[src/eotg_regs.svh]
// Purpose: register map, field positions, reset values, timing counts
// Assumes: AXI4-Lite with 32-bit data, one aligned word per register
// Notes: definitions only
`ifndef EOTG_REGS_SVH
`define EOTG_REGS_SVH
`define EOTG_ADDR_W 6
`define EOTG_OFF_CTRL 6'h00
`define EOTG_OFF_EXPOSURE 6'h04
`define EOTG_OFF_AOI 6'h08
`define EOTG_OFF_ROW 6'h0C
`define EOTG_OFF_OVH 6'h10
`define EOTG_OFF_RATE 6'h14
`define EOTG_OFF_LSEL 6'h18
`define EOTG_OFF_LSRC 6'h1C
`define EOTG_OFF_STATUS 6'h20
`define EOTG_OFF_FRAMES 6'h24
`define EOTG_OFF_IGNORED 6'h28
`define EOTG_CTRL_W 3
`define EOTG_CTRL_HW_EN 0
`define EOTG_CTRL_LEGACY 1
`define EOTG_CTRL_RATE_EN 2
`define EOTG_ST_W 4
`define EOTG_ST_EXPOSING 0
`define EOTG_ST_READING 1
`define EOTG_ST_READY 2
`define EOTG_ST_OVERLAP 3
`define EOTG_EXP_W 20
`define EOTG_AOI_W 12
`define EOTG_ROW_W 12
`define EOTG_OVH_W 16
`define EOTG_RATE_W 16
`define EOTG_SEL_W 2
`define EOTG_SRC_W 2
`define EOTG_CNT_W 28
`define EOTG_EVT_W 16
`define EOTG_SINCE_W 20
`define EOTG_PROD_W 36
`define EOTG_RST_CTRL 3'h1
`define EOTG_RST_EXPOSURE 20'h00064
`define EOTG_RST_AOI 12'h0FF
`define EOTG_RST_ROW 12'h010
`define EOTG_RST_OVH 16'h0100
`define EOTG_RST_RATE 16'h0000
`define EOTG_LINE_EXPOSURE 0
`define EOTG_LINE_READY 1
`define EOTG_PIN_FRAME 0
`define EOTG_PIN_ACQ 1
`define EOTG_CLK_PERIOD_NS 8
`define EOTG_TICK_NS 1000
`define EOTG_TICK_CYC (`EOTG_TICK_NS / `EOTG_CLK_PERIOD_NS)
`define EOTG_US_PER_S 1000000
`define EOTG_RESP_OKAY 2'h0
`define EOTG_RESP_SLVERR 2'h2
`endif

[src/eotg_pkg.sv]
// Purpose: shared types of the exposure trigger gate
// Assumes: nothing
// Notes: line source codes are software visible
package eotg_pkg;
  typedef enum logic [1:0] {
    eotg_src_off = 2'h0,
    eotg_src_exposure = 2'h1,
    eotg_src_ready = 2'h2
  } eotg_src_t;
  typedef enum logic [1:0] {
    eotg_st_idle = 2'b00,
    eotg_st_expose = 2'b01,
    eotg_st_stretch = 2'b10
  } eotg_acq_t;
endpackage

[src/eotg_line_map.sv]
// Purpose: per-line source selection for the physical output lines
// Assumes: sources come from flops on clk_sys
// Notes: one register stage per line
`timescale 1ns/1ps
module eotg_line_map
  import eotg_pkg::*;
#(
  parameter int N_LINES = 4
) (
  input wire logic clk_sys,
  input wire logic arst_n,
  input wire eotg_src_t [N_LINES-1:0] line_src,
  input wire logic exposure_active,
  input wire logic trigger_ready,
  output logic [N_LINES-1:0] line_out
);
  logic [N_LINES-1:0] line_d;

  function automatic logic pick(input eotg_src_t s, input logic e,
                                input logic r);
    case (s)
      eotg_src_exposure: pick = e;
      eotg_src_ready: pick = r;
      default: pick = 1'b0;
    endcase
  endfunction

  always_comb begin
    line_d = '0;
    for (int i = 0; i < N_LINES; i++) begin
      line_d[i] = pick(line_src[i], exposure_active, trigger_ready);
    end
  end

  always_ff @(posedge clk_sys or negedge arst_n) begin
    if (!arst_n) begin
      line_out <= '0;
    end else begin
      line_out <= line_d;
    end
  end
endmodule

[src/eotg_core.sv]
// Purpose: overlapped exposure sequencing with trigger gating, monitors
//   and AXI4-Lite control
// Assumes: trigger pins asynchronous to clk_sys; exposure set in us
// Notes: readout length is (aoi height + 1) * row cycles + overhead
// Function
// - Overlap is implicit: a start during previous readout is overlapped.
// - No exposure starts while the previous exposure is still running.
// - Exposure never ends before the previous image readout is finished.
// - Triggers breaking overlap or readout limits are discarded and counted.
// - Exposure-active output goes high at exposure start, low at end.
// - Exposure-active edges lag exposure by fixed rise and fall delays.
// - After reset, output line 1 carries exposure-active; reconfigurable.
// - After reset, output line 2 carries trigger-ready; reconfigurable.
// - Routing: select line first, then write its source.
// - Ready qualifies frame trigger in standard, acquisition trigger legacy.
// - Ready rises when safe, falls at start, rises when next is safe.
// - Ready timing derives from exposure, area height and readout time.
// - Enabled rate limit keeps ready rises at most that many per second; here a rate of 0 sets no limit.
// - Rate above achievable leaves ready at the maximum-rate point.
// - Start attempts while ready is low produce no acquisition.
// - Ready is driven only while hardware triggering is enabled.
//
// Chosen here: the placing of the registers and the AXI4-Lite slave port.
`timescale 1ns/1ps
`include "eotg_regs.svh"
module eotg_core
  import eotg_pkg::*;
#(
  parameter int N_LINES = 4,
  parameter int DLY_RISE = 2,
  parameter int DLY_FALL = 3
) (
  input wire logic clk_sys,
  input wire logic arst_n,
  input wire logic [`EOTG_ADDR_W-1:0] s_axi_awaddr,
  input wire logic s_axi_awvalid,
  output logic s_axi_awready,
  input wire logic [31:0] s_axi_wdata,
  input wire logic [3:0] s_axi_wstrb,
  input wire logic s_axi_wvalid,
  output logic s_axi_wready,
  output logic [1:0] s_axi_bresp,
  output logic s_axi_bvalid,
  input wire logic s_axi_bready,
  input wire logic [`EOTG_ADDR_W-1:0] s_axi_araddr,
  input wire logic s_axi_arvalid,
  output logic s_axi_arready,
  output logic [31:0] s_axi_rdata,
  output logic [1:0] s_axi_rresp,
  output logic s_axi_rvalid,
  input wire logic s_axi_rready,
  input wire logic frame_trig_in,
  input wire logic acq_trig_in,
  output logic exposure_active_out,
  output logic trigger_ready_out,
  output logic [N_LINES-1:0] line_out
);
  localparam int DL_W = 8;
  localparam int RISE_LAG = DLY_RISE + 1;
  localparam int FALL_LAG = DLY_FALL + 1;
  localparam int TICK_CYC = `EOTG_TICK_CYC;
  localparam int TICK_W = $clog2(TICK_CYC);
  localparam logic [TICK_W-1:0] TICK_LAST = TICK_W'(TICK_CYC - 1);
  localparam logic [TICK_W-1:0] TICK_ONE = 1;
  localparam logic [`EOTG_CNT_W-1:0] CNT_ONE = 1;
  localparam logic [`EOTG_EVT_W-1:0] EVT_ONE = 1;
  localparam logic [`EOTG_SINCE_W-1:0] SINCE_ONE = 1;
  localparam logic [`EOTG_PROD_W-1:0] ONE_SEC_US =
    `EOTG_PROD_W'(`EOTG_US_PER_S);

  if (N_LINES < 2 || N_LINES > 4 || DLY_RISE < 1 || DLY_FALL < 1 ||
      DLY_RISE > DL_W || DLY_FALL > DL_W) begin : g_bad_param
    $error("eotg_core: unsupported parameter values");
  end

  logic [1:0] pin_s1_q, pin_s2_q, pin_s3_q;
  logic edge_frame, edge_acq, trig_edge, start, exposing, rd_busy;
  logic safe_core, rate_lim, rate_ok, safe;
  logic aw_hold_q, aw_hold_d, w_hold_q, w_hold_d;
  logic bvalid_q, bvalid_d, rvalid_q, rvalid_d, wr_fire, wr_lsrc;
  logic [`EOTG_ADDR_W-1:0] awaddr_q, awaddr_d;
  logic [31:0] wdata_q, wdata_d, rdata_q, rdata_d, wv;
  logic [3:0] wstrb_q, wstrb_d;
  logic [1:0] bresp_q, bresp_d, rresp_q, rresp_d;
  logic [32:0] wr_old, rd_now;
  logic [`EOTG_CTRL_W-1:0] ctrl_q, ctrl_d;
  logic [`EOTG_EXP_W-1:0] exp_us_q, exp_us_d;
  logic [`EOTG_AOI_W-1:0] aoi_q, aoi_d;
  logic [`EOTG_ROW_W-1:0] row_q, row_d;
  logic [`EOTG_OVH_W-1:0] ovh_q, ovh_d;
  logic [`EOTG_RATE_W-1:0] rate_q, rate_d;
  logic [`EOTG_SEL_W-1:0] lsel_q, lsel_d;
  eotg_src_t [N_LINES-1:0] src_q, src_d;
  eotg_src_t lsrc_wv;
  eotg_acq_t state_q, state_d;
  logic [`EOTG_CNT_W-1:0] exp_rem_q, exp_rem_d, rd_rem_q, rd_rem_d;
  logic [`EOTG_CNT_W-1:0] exp_cyc, rd_total;
  logic [`EOTG_SINCE_W-1:0] since_q, since_d;
  logic [`EOTG_PROD_W-1:0] rate_prod;
  logic [TICK_W-1:0] tick_q, tick_d;
  logic ready_q, ready_d, overlap_q, overlap_d, exp_act_q, exp_act_d;
  logic [`EOTG_EVT_W-1:0] frames_q, frames_d, ign_q, ign_d;
  logic [DL_W-1:0] dl_q, dl_d;
  logic [`EOTG_ST_W-1:0] status_v;

  // third stage feeds only the edge detector, never the first
  always_ff @(posedge clk_sys or negedge arst_n) begin
    if (!arst_n) begin
      pin_s1_q <= 2'h0;
      pin_s2_q <= 2'h0;
      pin_s3_q <= 2'h0;
    end else begin
      pin_s1_q <= {acq_trig_in, frame_trig_in};
      pin_s2_q <= pin_s1_q;
      pin_s3_q <= pin_s2_q;
    end
  end

  assign edge_frame = pin_s2_q[`EOTG_PIN_FRAME] & ~pin_s3_q[`EOTG_PIN_FRAME];
  assign edge_acq = pin_s2_q[`EOTG_PIN_ACQ] & ~pin_s3_q[`EOTG_PIN_ACQ];
  assign trig_edge = ctrl_q[`EOTG_CTRL_LEGACY] ? edge_acq :
                     edge_frame;
  assign start = trig_edge & ready_q;
  assign exposing = (state_q != eotg_st_idle);
  assign rd_busy = (rd_rem_q != '0);

  assign exp_cyc = `EOTG_CNT_W'(32'(exp_us_q) * 32'(TICK_CYC));
  assign rd_total = `EOTG_CNT_W'((32'(aoi_q) + 32'h1) * 32'(row_q) +
                                 32'(ovh_q));
  assign rate_prod = `EOTG_PROD_W'(since_q) * `EOTG_PROD_W'(rate_q);
  assign rate_lim = ctrl_q[`EOTG_CTRL_RATE_EN] & (rate_q != '0);
  // a rate above the achievable one never binds, safe_core decides
  assign rate_ok = !rate_lim || (rate_prod >= ONE_SEC_US);
  // new exposure must not end before the running readout does
  assign safe_core = !exposing && (rd_rem_q <= exp_cyc);
  assign safe = ctrl_q[`EOTG_CTRL_HW_EN] & safe_core & rate_ok;

  always_comb begin
    status_v = '0;
    status_v[`EOTG_ST_EXPOSING] = exposing;
    status_v[`EOTG_ST_READING] = rd_busy;
    status_v[`EOTG_ST_READY] = ready_q;
    status_v[`EOTG_ST_OVERLAP] = overlap_q;
  end

  function automatic logic [31:0] merge(input logic [31:0] old,
                                        input logic [31:0] nw,
                                        input logic [3:0] st);
    merge = old;
    for (int b = 0; b < 4; b++) begin
      if (st[b]) begin
        merge[b*8 +: 8] = nw[b*8 +: 8];
      end
    end
  endfunction

  // bit 32 flags an unmapped address
  function automatic logic [32:0] reg_read(input logic [`EOTG_ADDR_W-1:0] a);
    reg_read = 33'h000000000;
    case (a)
      `EOTG_OFF_CTRL: reg_read[31:0] = 32'(ctrl_q);
      `EOTG_OFF_EXPOSURE: reg_read[31:0] = 32'(exp_us_q);
      `EOTG_OFF_AOI: reg_read[31:0] = 32'(aoi_q);
      `EOTG_OFF_ROW: reg_read[31:0] = 32'(row_q);
      `EOTG_OFF_OVH: reg_read[31:0] = 32'(ovh_q);
      `EOTG_OFF_RATE: reg_read[31:0] = 32'(rate_q);
      `EOTG_OFF_LSEL: reg_read[31:0] = 32'(lsel_q);
      `EOTG_OFF_LSRC: begin
        if (32'(lsel_q) < N_LINES) begin
          reg_read[31:0] = 32'(src_q[lsel_q]);
        end
      end
      `EOTG_OFF_STATUS: reg_read[31:0] = 32'(status_v);
      `EOTG_OFF_FRAMES: reg_read[31:0] = 32'(frames_q);
      `EOTG_OFF_IGNORED: reg_read[31:0] = 32'(ign_q);
      default: reg_read[32] = 1'b1;
    endcase
  endfunction

  assign s_axi_awready = !aw_hold_q;
  assign s_axi_wready = !w_hold_q;
  assign s_axi_arready = !rvalid_q;
  assign s_axi_bvalid = bvalid_q;
  assign s_axi_bresp = bresp_q;
  assign s_axi_rvalid = rvalid_q;
  assign s_axi_rdata = rdata_q;
  assign s_axi_rresp = rresp_q;
  assign wr_fire = aw_hold_q & w_hold_q & !bvalid_q;
  assign wr_old = reg_read(awaddr_q);
  assign rd_now = reg_read(s_axi_araddr);
  assign wv = merge(wr_old[31:0], wdata_q, wstrb_q);
  assign lsrc_wv = eotg_src_t'(wv[`EOTG_SRC_W-1:0]);
  assign wr_lsrc = wr_fire && (awaddr_q == `EOTG_OFF_LSRC) &&
                   (32'(lsel_q) < N_LINES);

  always_comb begin
    aw_hold_d = aw_hold_q;
    awaddr_d = awaddr_q;
    w_hold_d = w_hold_q;
    wdata_d = wdata_q;
    wstrb_d = wstrb_q;
    bvalid_d = bvalid_q;
    bresp_d = bresp_q;
    rvalid_d = rvalid_q;
    rdata_d = rdata_q;
    rresp_d = rresp_q;
    if (s_axi_awvalid && s_axi_awready) begin
      aw_hold_d = 1'b1;
      awaddr_d = s_axi_awaddr;
    end
    if (s_axi_wvalid && s_axi_wready) begin
      w_hold_d = 1'b1;
      wdata_d = s_axi_wdata;
      wstrb_d = s_axi_wstrb;
    end
    if (wr_fire) begin
      aw_hold_d = 1'b0;
      w_hold_d = 1'b0;
      bvalid_d = 1'b1;
      bresp_d = wr_old[32] ? `EOTG_RESP_SLVERR : `EOTG_RESP_OKAY;
    end else if (bvalid_q && s_axi_bready) begin
      bvalid_d = 1'b0;
    end
    if (s_axi_arvalid && s_axi_arready) begin
      rvalid_d = 1'b1;
      rdata_d = rd_now[31:0];
      rresp_d = rd_now[32] ? `EOTG_RESP_SLVERR : `EOTG_RESP_OKAY;
    end else if (rvalid_q && s_axi_rready) begin
      rvalid_d = 1'b0;
    end
  end

  always_ff @(posedge clk_sys or negedge arst_n) begin
    if (!arst_n) begin
      aw_hold_q <= 1'b0;
      awaddr_q <= '0;
      w_hold_q <= 1'b0;
      wdata_q <= 32'h00000000;
      wstrb_q <= 4'h0;
      bvalid_q <= 1'b0;
      bresp_q <= `EOTG_RESP_OKAY;
      rvalid_q <= 1'b0;
      rdata_q <= 32'h00000000;
      rresp_q <= `EOTG_RESP_OKAY;
    end else begin
      aw_hold_q <= aw_hold_d;
      awaddr_q <= awaddr_d;
      w_hold_q <= w_hold_d;
      wdata_q <= wdata_d;
      wstrb_q <= wstrb_d;
      bvalid_q <= bvalid_d;
      bresp_q <= bresp_d;
      rvalid_q <= rvalid_d;
      rdata_q <= rdata_d;
      rresp_q <= rresp_d;
    end
  end

  always_comb begin
    ctrl_d = ctrl_q;
    exp_us_d = exp_us_q;
    aoi_d = aoi_q;
    row_d = row_q;
    ovh_d = ovh_q;
    rate_d = rate_q;
    lsel_d = lsel_q;
    src_d = src_q;
    if (wr_fire) begin
      case (awaddr_q)
        `EOTG_OFF_CTRL: ctrl_d = wv[`EOTG_CTRL_W-1:0];
        `EOTG_OFF_EXPOSURE: exp_us_d = wv[`EOTG_EXP_W-1:0];
        `EOTG_OFF_AOI: aoi_d = wv[`EOTG_AOI_W-1:0];
        `EOTG_OFF_ROW: row_d = wv[`EOTG_ROW_W-1:0];
        `EOTG_OFF_OVH: ovh_d = wv[`EOTG_OVH_W-1:0];
        `EOTG_OFF_RATE: rate_d = wv[`EOTG_RATE_W-1:0];
        `EOTG_OFF_LSEL: lsel_d = wv[`EOTG_SEL_W-1:0];
        default: ;
      endcase
    end
    if (wr_lsrc) begin
      src_d[lsel_q] = lsrc_wv;
    end
  end

  always_ff @(posedge clk_sys or negedge arst_n) begin
    if (!arst_n) begin
      ctrl_q <= `EOTG_RST_CTRL;
      exp_us_q <= `EOTG_RST_EXPOSURE;
      aoi_q <= `EOTG_RST_AOI;
      row_q <= `EOTG_RST_ROW;
      ovh_q <= `EOTG_RST_OVH;
      rate_q <= `EOTG_RST_RATE;
      lsel_q <= '0;
      for (int i = 0; i < N_LINES; i++) begin
        src_q[i] <= eotg_src_off;
      end
      src_q[`EOTG_LINE_EXPOSURE] <= eotg_src_exposure;
      src_q[`EOTG_LINE_READY] <= eotg_src_ready;
    end else begin
      ctrl_q <= ctrl_d;
      exp_us_q <= exp_us_d;
      aoi_q <= aoi_d;
      row_q <= row_d;
      ovh_q <= ovh_d;
      rate_q <= rate_d;
      lsel_q <= lsel_d;
      src_q <= src_d;
    end
  end

  always_comb begin
    state_d = state_q;
    exp_rem_d = exp_rem_q;
    rd_rem_d = rd_busy ? rd_rem_q - CNT_ONE : rd_rem_q;
    unique case (state_q)
      eotg_st_idle: begin
        if (start) begin
          state_d = eotg_st_expose;
          exp_rem_d = exp_cyc;
        end
      end
      eotg_st_expose: begin
        if (exp_rem_q != '0) begin
          exp_rem_d = exp_rem_q - CNT_ONE;
        end else if (rd_busy) begin
          state_d = eotg_st_stretch;
        end else begin
          state_d = eotg_st_idle;
          rd_rem_d = rd_total;
        end
      end
      eotg_st_stretch: begin
        if (!rd_busy) begin
          state_d = eotg_st_idle;
          rd_rem_d = rd_total;
        end
      end
      default: state_d = eotg_st_idle;
    endcase
    tick_d = (tick_q == TICK_LAST) ? '0 : tick_q + TICK_ONE;
    since_d = since_q;
    if (start) begin
      since_d = '0;
    end else if (tick_q == TICK_LAST && since_q != '1) begin
      since_d = since_q + SINCE_ONE;
    end
    ready_d = safe & !start;
    overlap_d = start ? rd_busy : overlap_q;
    frames_d = start ? frames_q + EVT_ONE : frames_q;
    ign_d = (trig_edge && !ready_q) ? ign_q + EVT_ONE : ign_q;
    dl_d = {dl_q[DL_W-2:0], exposing};
    // a pulse shorter than the delay skew still shows, cut to one cycle
    exp_act_d = exp_act_q ? dl_q[DLY_FALL-1] : dl_q[DLY_RISE-1];
  end

  always_ff @(posedge clk_sys or negedge arst_n) begin
    if (!arst_n) begin
      state_q <= eotg_st_idle;
      exp_rem_q <= '0;
      rd_rem_q <= '0;
      tick_q <= '0;
      since_q <= '0;
      ready_q <= 1'b0;
      overlap_q <= 1'b0;
      frames_q <= '0;
      ign_q <= '0;
      dl_q <= '0;
      exp_act_q <= 1'b0;
    end else begin
      state_q <= state_d;
      exp_rem_q <= exp_rem_d;
      rd_rem_q <= rd_rem_d;
      tick_q <= tick_d;
      since_q <= since_d;
      ready_q <= ready_d;
      overlap_q <= overlap_d;
      frames_q <= frames_d;
      ign_q <= ign_d;
      dl_q <= dl_d;
      exp_act_q <= exp_act_d;
    end
  end

  assign exposure_active_out = exp_act_q;
  assign trigger_ready_out = ready_q;

  eotg_line_map #(
    .N_LINES(N_LINES)
  ) u_line_map (
    .clk_sys(clk_sys),
    .arst_n(arst_n),
    .line_src(src_q),
    .exposure_active(exp_act_q),
    .trigger_ready(ready_q),
    .line_out(line_out)
  );
endmodule

[config.mk]
export PLATFORM = sky130hd
export DESIGN_NAME = eotg_core
export DESIGN_NICKNAME = d
export VERILOG_FILES = /design/src/eotg_pkg.sv /design/src/eotg_line_map.sv /design/src/eotg_core.sv
export VERILOG_INCLUDE_DIRS = /design/src /design/src/src
export SDC_FILE = /design/constraint.sdc
export NUM_CORES = 2
export LEC_CHECK = 0
export BUFFER_PORTS_ARGS = -buffer_cell sky130_fd_sc_hd__buf_2
export CAP_MARGIN = 20
export CORE_ASPECT_RATIO = 0.7
export CORE_MARGIN = 3
export CORE_UTILIZATION = 59
export DETAILED_ROUTE_END_ITERATION = 16
export PLACE_DENSITY = 0.77
export SLEW_MARGIN = 20
export SYNTH_ARGS = -nofsm -noshare
export SYNTH_HDL_FRONTEND = slang
export SYNTH_SLANG_ARGS = --single-unit
export TNS_END_PERCENT = 20
[constraint.sdc]
create_clock -name clk_sys -period 6.2 [get_ports clk_sys]
set_clock_uncertainty 0.1 [all_clocks]
set_input_delay 1.24 -clock clk_sys [delete_from_list [all_inputs] [get_ports clk_sys]]
set_output_delay 1.24 -clock clk_sys [all_outputs]
set_load 0.03 [all_outputs]
Yosys cells after proc, flatten, opt, wreduce, memory -nomap -nowiden:

Index checks and enable logic that the tools add are counted.

* register bits after elaboration: 291
* bits of input ports: 57
* output and inout port bits: 47
* word-level logic and storage cells: 185

* add/sub/neg operators: 8
* multipliers: 3
* order comparisons: 4
* eq/ne operators: 37
* mux-type cells: 41
* bitwise operators: 11
* reduce and logical (&&, ||, !) cells: 44

Operators with widths (count)
* $pmux W20 S11: 2
* $mux W28: 5
* $pmux W28 S2: 2
* $reduce_bool A28 Y1: 2
* $sub A28 B1 Y28 const B: 2
* $eq A6 B5 Y1 const B: 8
* $mux W20: 2
* $eq A6 B6 Y1 const B: 6
* $ge A36 B20 Y1 const B: 1
* $mul A20 B16 Y36: 1
* $add A16 B1 Y16 const B: 2
* $le A28 B27 Y1: 1
* $mul A20 B7 Y27 const B: 1
* $add A25 B16 Y26: 1
* $mul A13 B12 Y25: 1
* $eq A6 B4 Y1 const B: 4
* $reduce_or A11 Y1: 2
* $add A20 B1 Y20 const B: 1
* $ne A20 B20 Y1 const B: 1
* $mux W2: 8
* $mux W8: 2
* $reduce_bool A16 Y1: 1
* $reduce_and A2 Y1: 7
* $reduce_bool A2 Y1: 7
* other kinds (25): 78

Depth between registers and ports, before layout:

* depth in word-level cells: 6
* depth in mapped cells: 27
* mapped depth without buffers: 27

Modules after synthesis:

A second synthesis with hierarchy kept.

* cells, all modules: 3705
* area, all modules: 33995.1 µm²

Modules (own cells, without submodules)
* eotg_core: times used 1, cells an instance 3677, area an instance 33719.8 µm², seq. area each 6851.6 µm²
* eotg_line_map: times used 1, cells an instance 28, area an instance 275.3 µm², seq. area each 100.1 µm²

Least setup slack after synthesis:

Ideal clock, no wire load.

* kind: register to register
* start point: register since_q[7]
* end point: register ready_q (netlist: trigger_ready_out)
* library setup time: 0.082 ns
* data arrival time: 6.529 ns
* required time: 6.018 ns
* setup slack: -0.510 ns
* cell stages (with the launch flop): 27
* path buffers: 3
* clock period less this slack: 6.710 ns
* cells stage by stage: dfrtp_1 -> clkbuf_1 -> clkbuf_1 -> and2_1 -> fa_1 -> inv_1 -> fa_1 -> fa_1 -> inv_1 -> fa_1 -> fa_1 -> inv_1 -> fa_1 -> inv_1 -> ha_1 -> buf_2 -> a21oi_1 -> o21a_1 -> a21o_1 -> o21ai_0 -> a41oi_1 -> o31ai_1 -> a31oi_1 -> or3b_2 -> nand3b_1 -> a32oi_1 -> a31oi_1

* word-level cells in the longest chain between the ends: 5

Ends and longest elaborated chain
* start, declared: line eotg_core.sv:98 `` logic [`EOTG_SINCE_W-1:0] since_q, since_d; ``
* start signal, assigned: line eotg_core.sv:374 `since_q <= since_d;`
* $mul A20 B16 Y36 (no source line)
* $ge A36 B20 Y1: line eotg_core.sv:133 `assign rate_ok = !rate_lim || (rate_prod >= ONE_SEC_US);`
* $logic_or A1 B1 Y1: line eotg_core.sv:133
* $and A1 B1 Y1: line eotg_core.sv:136 `` assign safe = ctrl_q[`EOTG_CTRL_HW_EN] & safe_core & rate_ok; ``
* $and A1 B1 Y1: line eotg_core.sv:347 `ready_d = safe & !start;`
* via ready_d: line eotg_core.sv:101 `logic ready_q, ready_d, overlap_q, overlap_d, exp_act_q, exp_act_d;`
* end signal, assigned: line eotg_core.sv:375 `ready_q <= ready_d;`
* end, declared: line eotg_core.sv:101

The timed path passes the listed nets, and every way through them passes these cells.
A chain may end at the register's enable or synchronous reset.

Worst setup path after layout:

* start point: register exp_us_q[2]
* end point: register ready_q (netlist: trigger_ready_out)

* word-level cells in the longest chain between the ends: 6

Ends and longest elaborated chain
* start, declared: line eotg_core.sv:87 `` logic [`EOTG_EXP_W-1:0] exp_us_q, exp_us_d; ``
* start signal, assigned: line eotg_core.sv:288 `` exp_us_q <= `EOTG_RST_EXPOSURE; ``
* start signal, assigned: line eotg_core.sv:301 `exp_us_q <= exp_us_d;`
* $mul A20 B7 Y27: line eotg_core.sv:127 `` assign exp_cyc = `EOTG_CNT_W'(32'(exp_us_q) * 32'(TICK_CYC)); ``
* $le A28 B27 Y1: line eotg_core.sv:135 `assign safe_core = !exposing && (rd_rem_q <= exp_cyc);`
* $logic_and A1 B1 Y1: line eotg_core.sv:135
* $and A1 B1 Y1 (2 in a row): line eotg_core.sv:136
* $and A1 B1 Y1: line eotg_core.sv:347
* via ready_d: line eotg_core.sv:101

The timed path passes the listed nets, and every way through them passes these cells.

==> reports/qor.yml <==
outcome:
  status: "finished with violations"
  violations: "setup timing"
floorplanning:
  die_w_um: 291
  core_mm2: 0.0557
  die_h_um: 205
  start_util: 0.602
  num_rows: 72
  pin_count: 104
  die-area_mm2: 0.0597
sta:
  slew_violations: 0
  rsz0062_at_grt: "yes"
  slew_headroom: 0.128
  layout_min_cycle_time_ps: 7070
  setup_viol: 10
  max_freq_mhz: 141
  hold_viol_final: 0
  worstMarginPinSlew_ps: 1290
  worst_slack_ps: -872
  timing.final.crit_share: 1.14
cells_and_area:
  layout.nets: 4821
  layout_commonest_cell: "inv_1"
  postLayoutCoreUtil: 0.713
  syn_to_final_growth_pct: 18.5
  fill_cells: 4007
  layout_common_cells: "inv_1, nand2_1, buf_4"
  drive_gt1_frac: 0.215
logic_synthesis:
  syn_area_per_cell_um2: 9.18
  synth.lib_cells_used.distinct: 85
  synthCells: 3647
  ys_warn_count: 0
  synth_ff_type: "dfrtp_1"
  synth_edf_count: 0
  ys_ff_latch: 277
  ys_seq_area_frac: 0.208
  async_reset_ff_frac: 1.00
  syn_area_mm2: 0.0335
routing:
  num_vias: 28785
  first_iter_violations: 3558
  drc: 0
  dr.pass1.iters: 15
  wl_um: 101000
  ant_nets: 0
  wire_per_inst_um: 21.1
  viasPerCell: 6.00
global_route:
  grt_start_max_net_pins: 155
  first_global_vias: 28248
  gr-usage-all-layers: 0.336
  grt_pass1_wl_um: 159000
  grt_overflow_total: 0
  antenna_found_initial: 1
critical_path:
  critPathCaptureType: "register"
  cpPeakStageDelay_ps: 580
  crit_family: "adder cells"
  crit_type: "register to register"
  crit_arrival_ps: 7410
  cp_max_fo: 4
  r2r_slack_ps: -870
  reg2reg_depth: 34
  r2r_start: "exp_us_q[2]"
  reg2reg_to: "trigger_ready_out"
  crit_required_ps: 6530
  startpoint_type: "register"
  cp.buffers_inverters: 16
  timing.critical_path.mode_cell: "buf_4"
  cpMaxStageDelayCell: "dfstp_2"
hold_path:
  whs_path_depth: 0
  hp-start: "dl_q[0]"
  min_path_type: "register to register"
  hold_end: "dl_q[1]"
power:
  design_power_total_mw: 13.8
  leakage_nw: 19.7
  ir_drop_uv: 358
  power.density_mw_per_mm2: 347
cts:
  clock-root-buffer: "clkbuf_16"
  numCtsBuffers: 27
  htree_num_levels: 1
  clock_sinks: 277
  path_clk_slew_ps: 70
  clk_latency_ps: 600
  cts_buffer_depth: 3
  tritoncts: "done"
placed_design:
  dp_hpwl_um: 78900
  port_buffers: 76
  gp_congestion: 1.02
job:
  drv_cap: 0
-- flip-flops by register name, summed over array words and instances, names as in the netlist, 3 cells and up --
signal               flops
tick_q                   7
src_q                    8
ovh_q                   16
row_q                   12
awaddr_q                 6
rate_q                  16
ign_q                   16
rd_rem_q                28
exp_rem_q               28
wstrb_q                  3
frames_q                16
dl_q                     3
wdata_q                 20
s_axi_rdata             20
aoi_q                   12
since_q                 20
exp_us_q                20
u_line_map.line_out      4
ctrl_q                   3
-- per-layer routing --
layer / routed length (um) / global-route usage
met5: 9 / 0
met4: 2600 / 0.0639
met3: 13800 / 0.106
met2: 40700 / 0.464
met1: 44200 / 0.519
-- synthesized netlist by cell type, types with 6 or more instances --
cell,count,area share
o22ai_1,22,0.0041
dfstp_2,16,0.013
or3_1,21,0.0039
o21a_1,14,0.0031
fa_1,446,0.27
nand2b_1,23,0.0043
mux2_2,55,0.018
a222oi_1,24,0.0072
a31oi_1,21,0.0039
nor4_1,20,0.0037
o21ai_0,174,0.026
nand2_1,480,0.054
nand3_1,74,0.011
o2bb2ai_1,10,0.0026
and2_1,189,0.035
a21oi_1,112,0.017
xor2_1,57,0.015
xnor2_1,84,0.022
a221oi_1,9,0.0024
buf_2,8,0.0012
a21o_1,52,0.012
nor3_1,52,0.0078
ha_1,284,0.11
nor2_1,156,0.017
and3_1,20,0.0037
mux2i_1,23,0.0069
nor2b_1,25,0.0047
inv_1,509,0.057
clkbuf_1,166,0.019
a211oi_1,9,0.0020
nor3b_1,10,0.0022
buf_4,14,0.0031
a22oi_1,42,0.0094
a2111oi_0,6,0.0016
dfrtp_1,261,0.19
o211ai_1,6,0.0013
o21ai_1,10,0.0015
nand4_1,40,0.0075
or2_2,6,0.0011
-- through the flow --
step                      setup slack [ps]  area (um^2)  cells  setup TNS [ps]  hold slack [ps]
final                                 -872        39700   4795           -3100              251
after global routing                  -989        39700   4794           -5520              257
after CTS                             -588        39200   4778           -1310              252
after detailed placement             -1210        37100   4665           -7110              237
after global placement               -1020        37100   4665           -6110              232
after floorplan                       -156        33800   3660            -458              231
-- layout make-up --
cell class / instances / area, um^2 / area share
Multi-Input combinational cell: 2682 / 24900 / 0.627
Sequential cell: 277 / 6980 / 0.176
Timing Repair Buffer: 537 / 4010 / 0.101
Inverter: 509 / 1910 / 0.0481
Tap cell: 740 / 926 / 0.0233
Clock buffer: 35 / 726 / 0.0183
Clock inverter: 14 / 241 / 0.00609
Antenna cell: 1 / 2.50 / 0.0000631
-- how the worst max path moves through the flow --
stage                      startpoint           endpoint  slack [ps]  cells after the start
after floorplan            since_q[7]  trigger_ready_out        -160                     26
after global placement    exp_us_q[2]  trigger_ready_out       -1020                     27
after detailed placement  exp_us_q[2]  trigger_ready_out       -1210                     27
after CTS                 exp_us_q[2]  trigger_ready_out        -590                     27
after global routing        rate_q[6]  trigger_ready_out        -990                     25
final                     exp_us_q[2]  trigger_ready_out        -870                     34
-- cells by family after synthesis --
group / count (synthesis) / synth area share
buffers and inverters: 701 / 0.0806
flip-flops: 277 / 0.208
AO/OA/AOI/OAI: 568 / 0.108
other: 1 / 0.000112
adder cells (fa/ha/maj): 730 / 0.373
AND/OR/NAND/NOR: 1146 / 0.165
multiplexers: 83 / 0.0287
XOR/XNOR: 141 / 0.0369
-- power breakdown --
| group | internal (mW) | switching, mW |
|---|---|---|
| sequential | 2.35 | 0.940 |
| clock | 1.08 | 0.783 |
| combinational | 3.77 | 4.83 |
-- repair_timing --
action / CTS / global route
setup buffers: 64 / 17
gates cloned: 0 / 1
pin swaps: 153 / 69
endpoints found under the setup margin: 17 / 18
resized for setup: 168 / 76
hold buffers: 0 / 0
No activity file was read; power rests on OpenSTA's default activity.
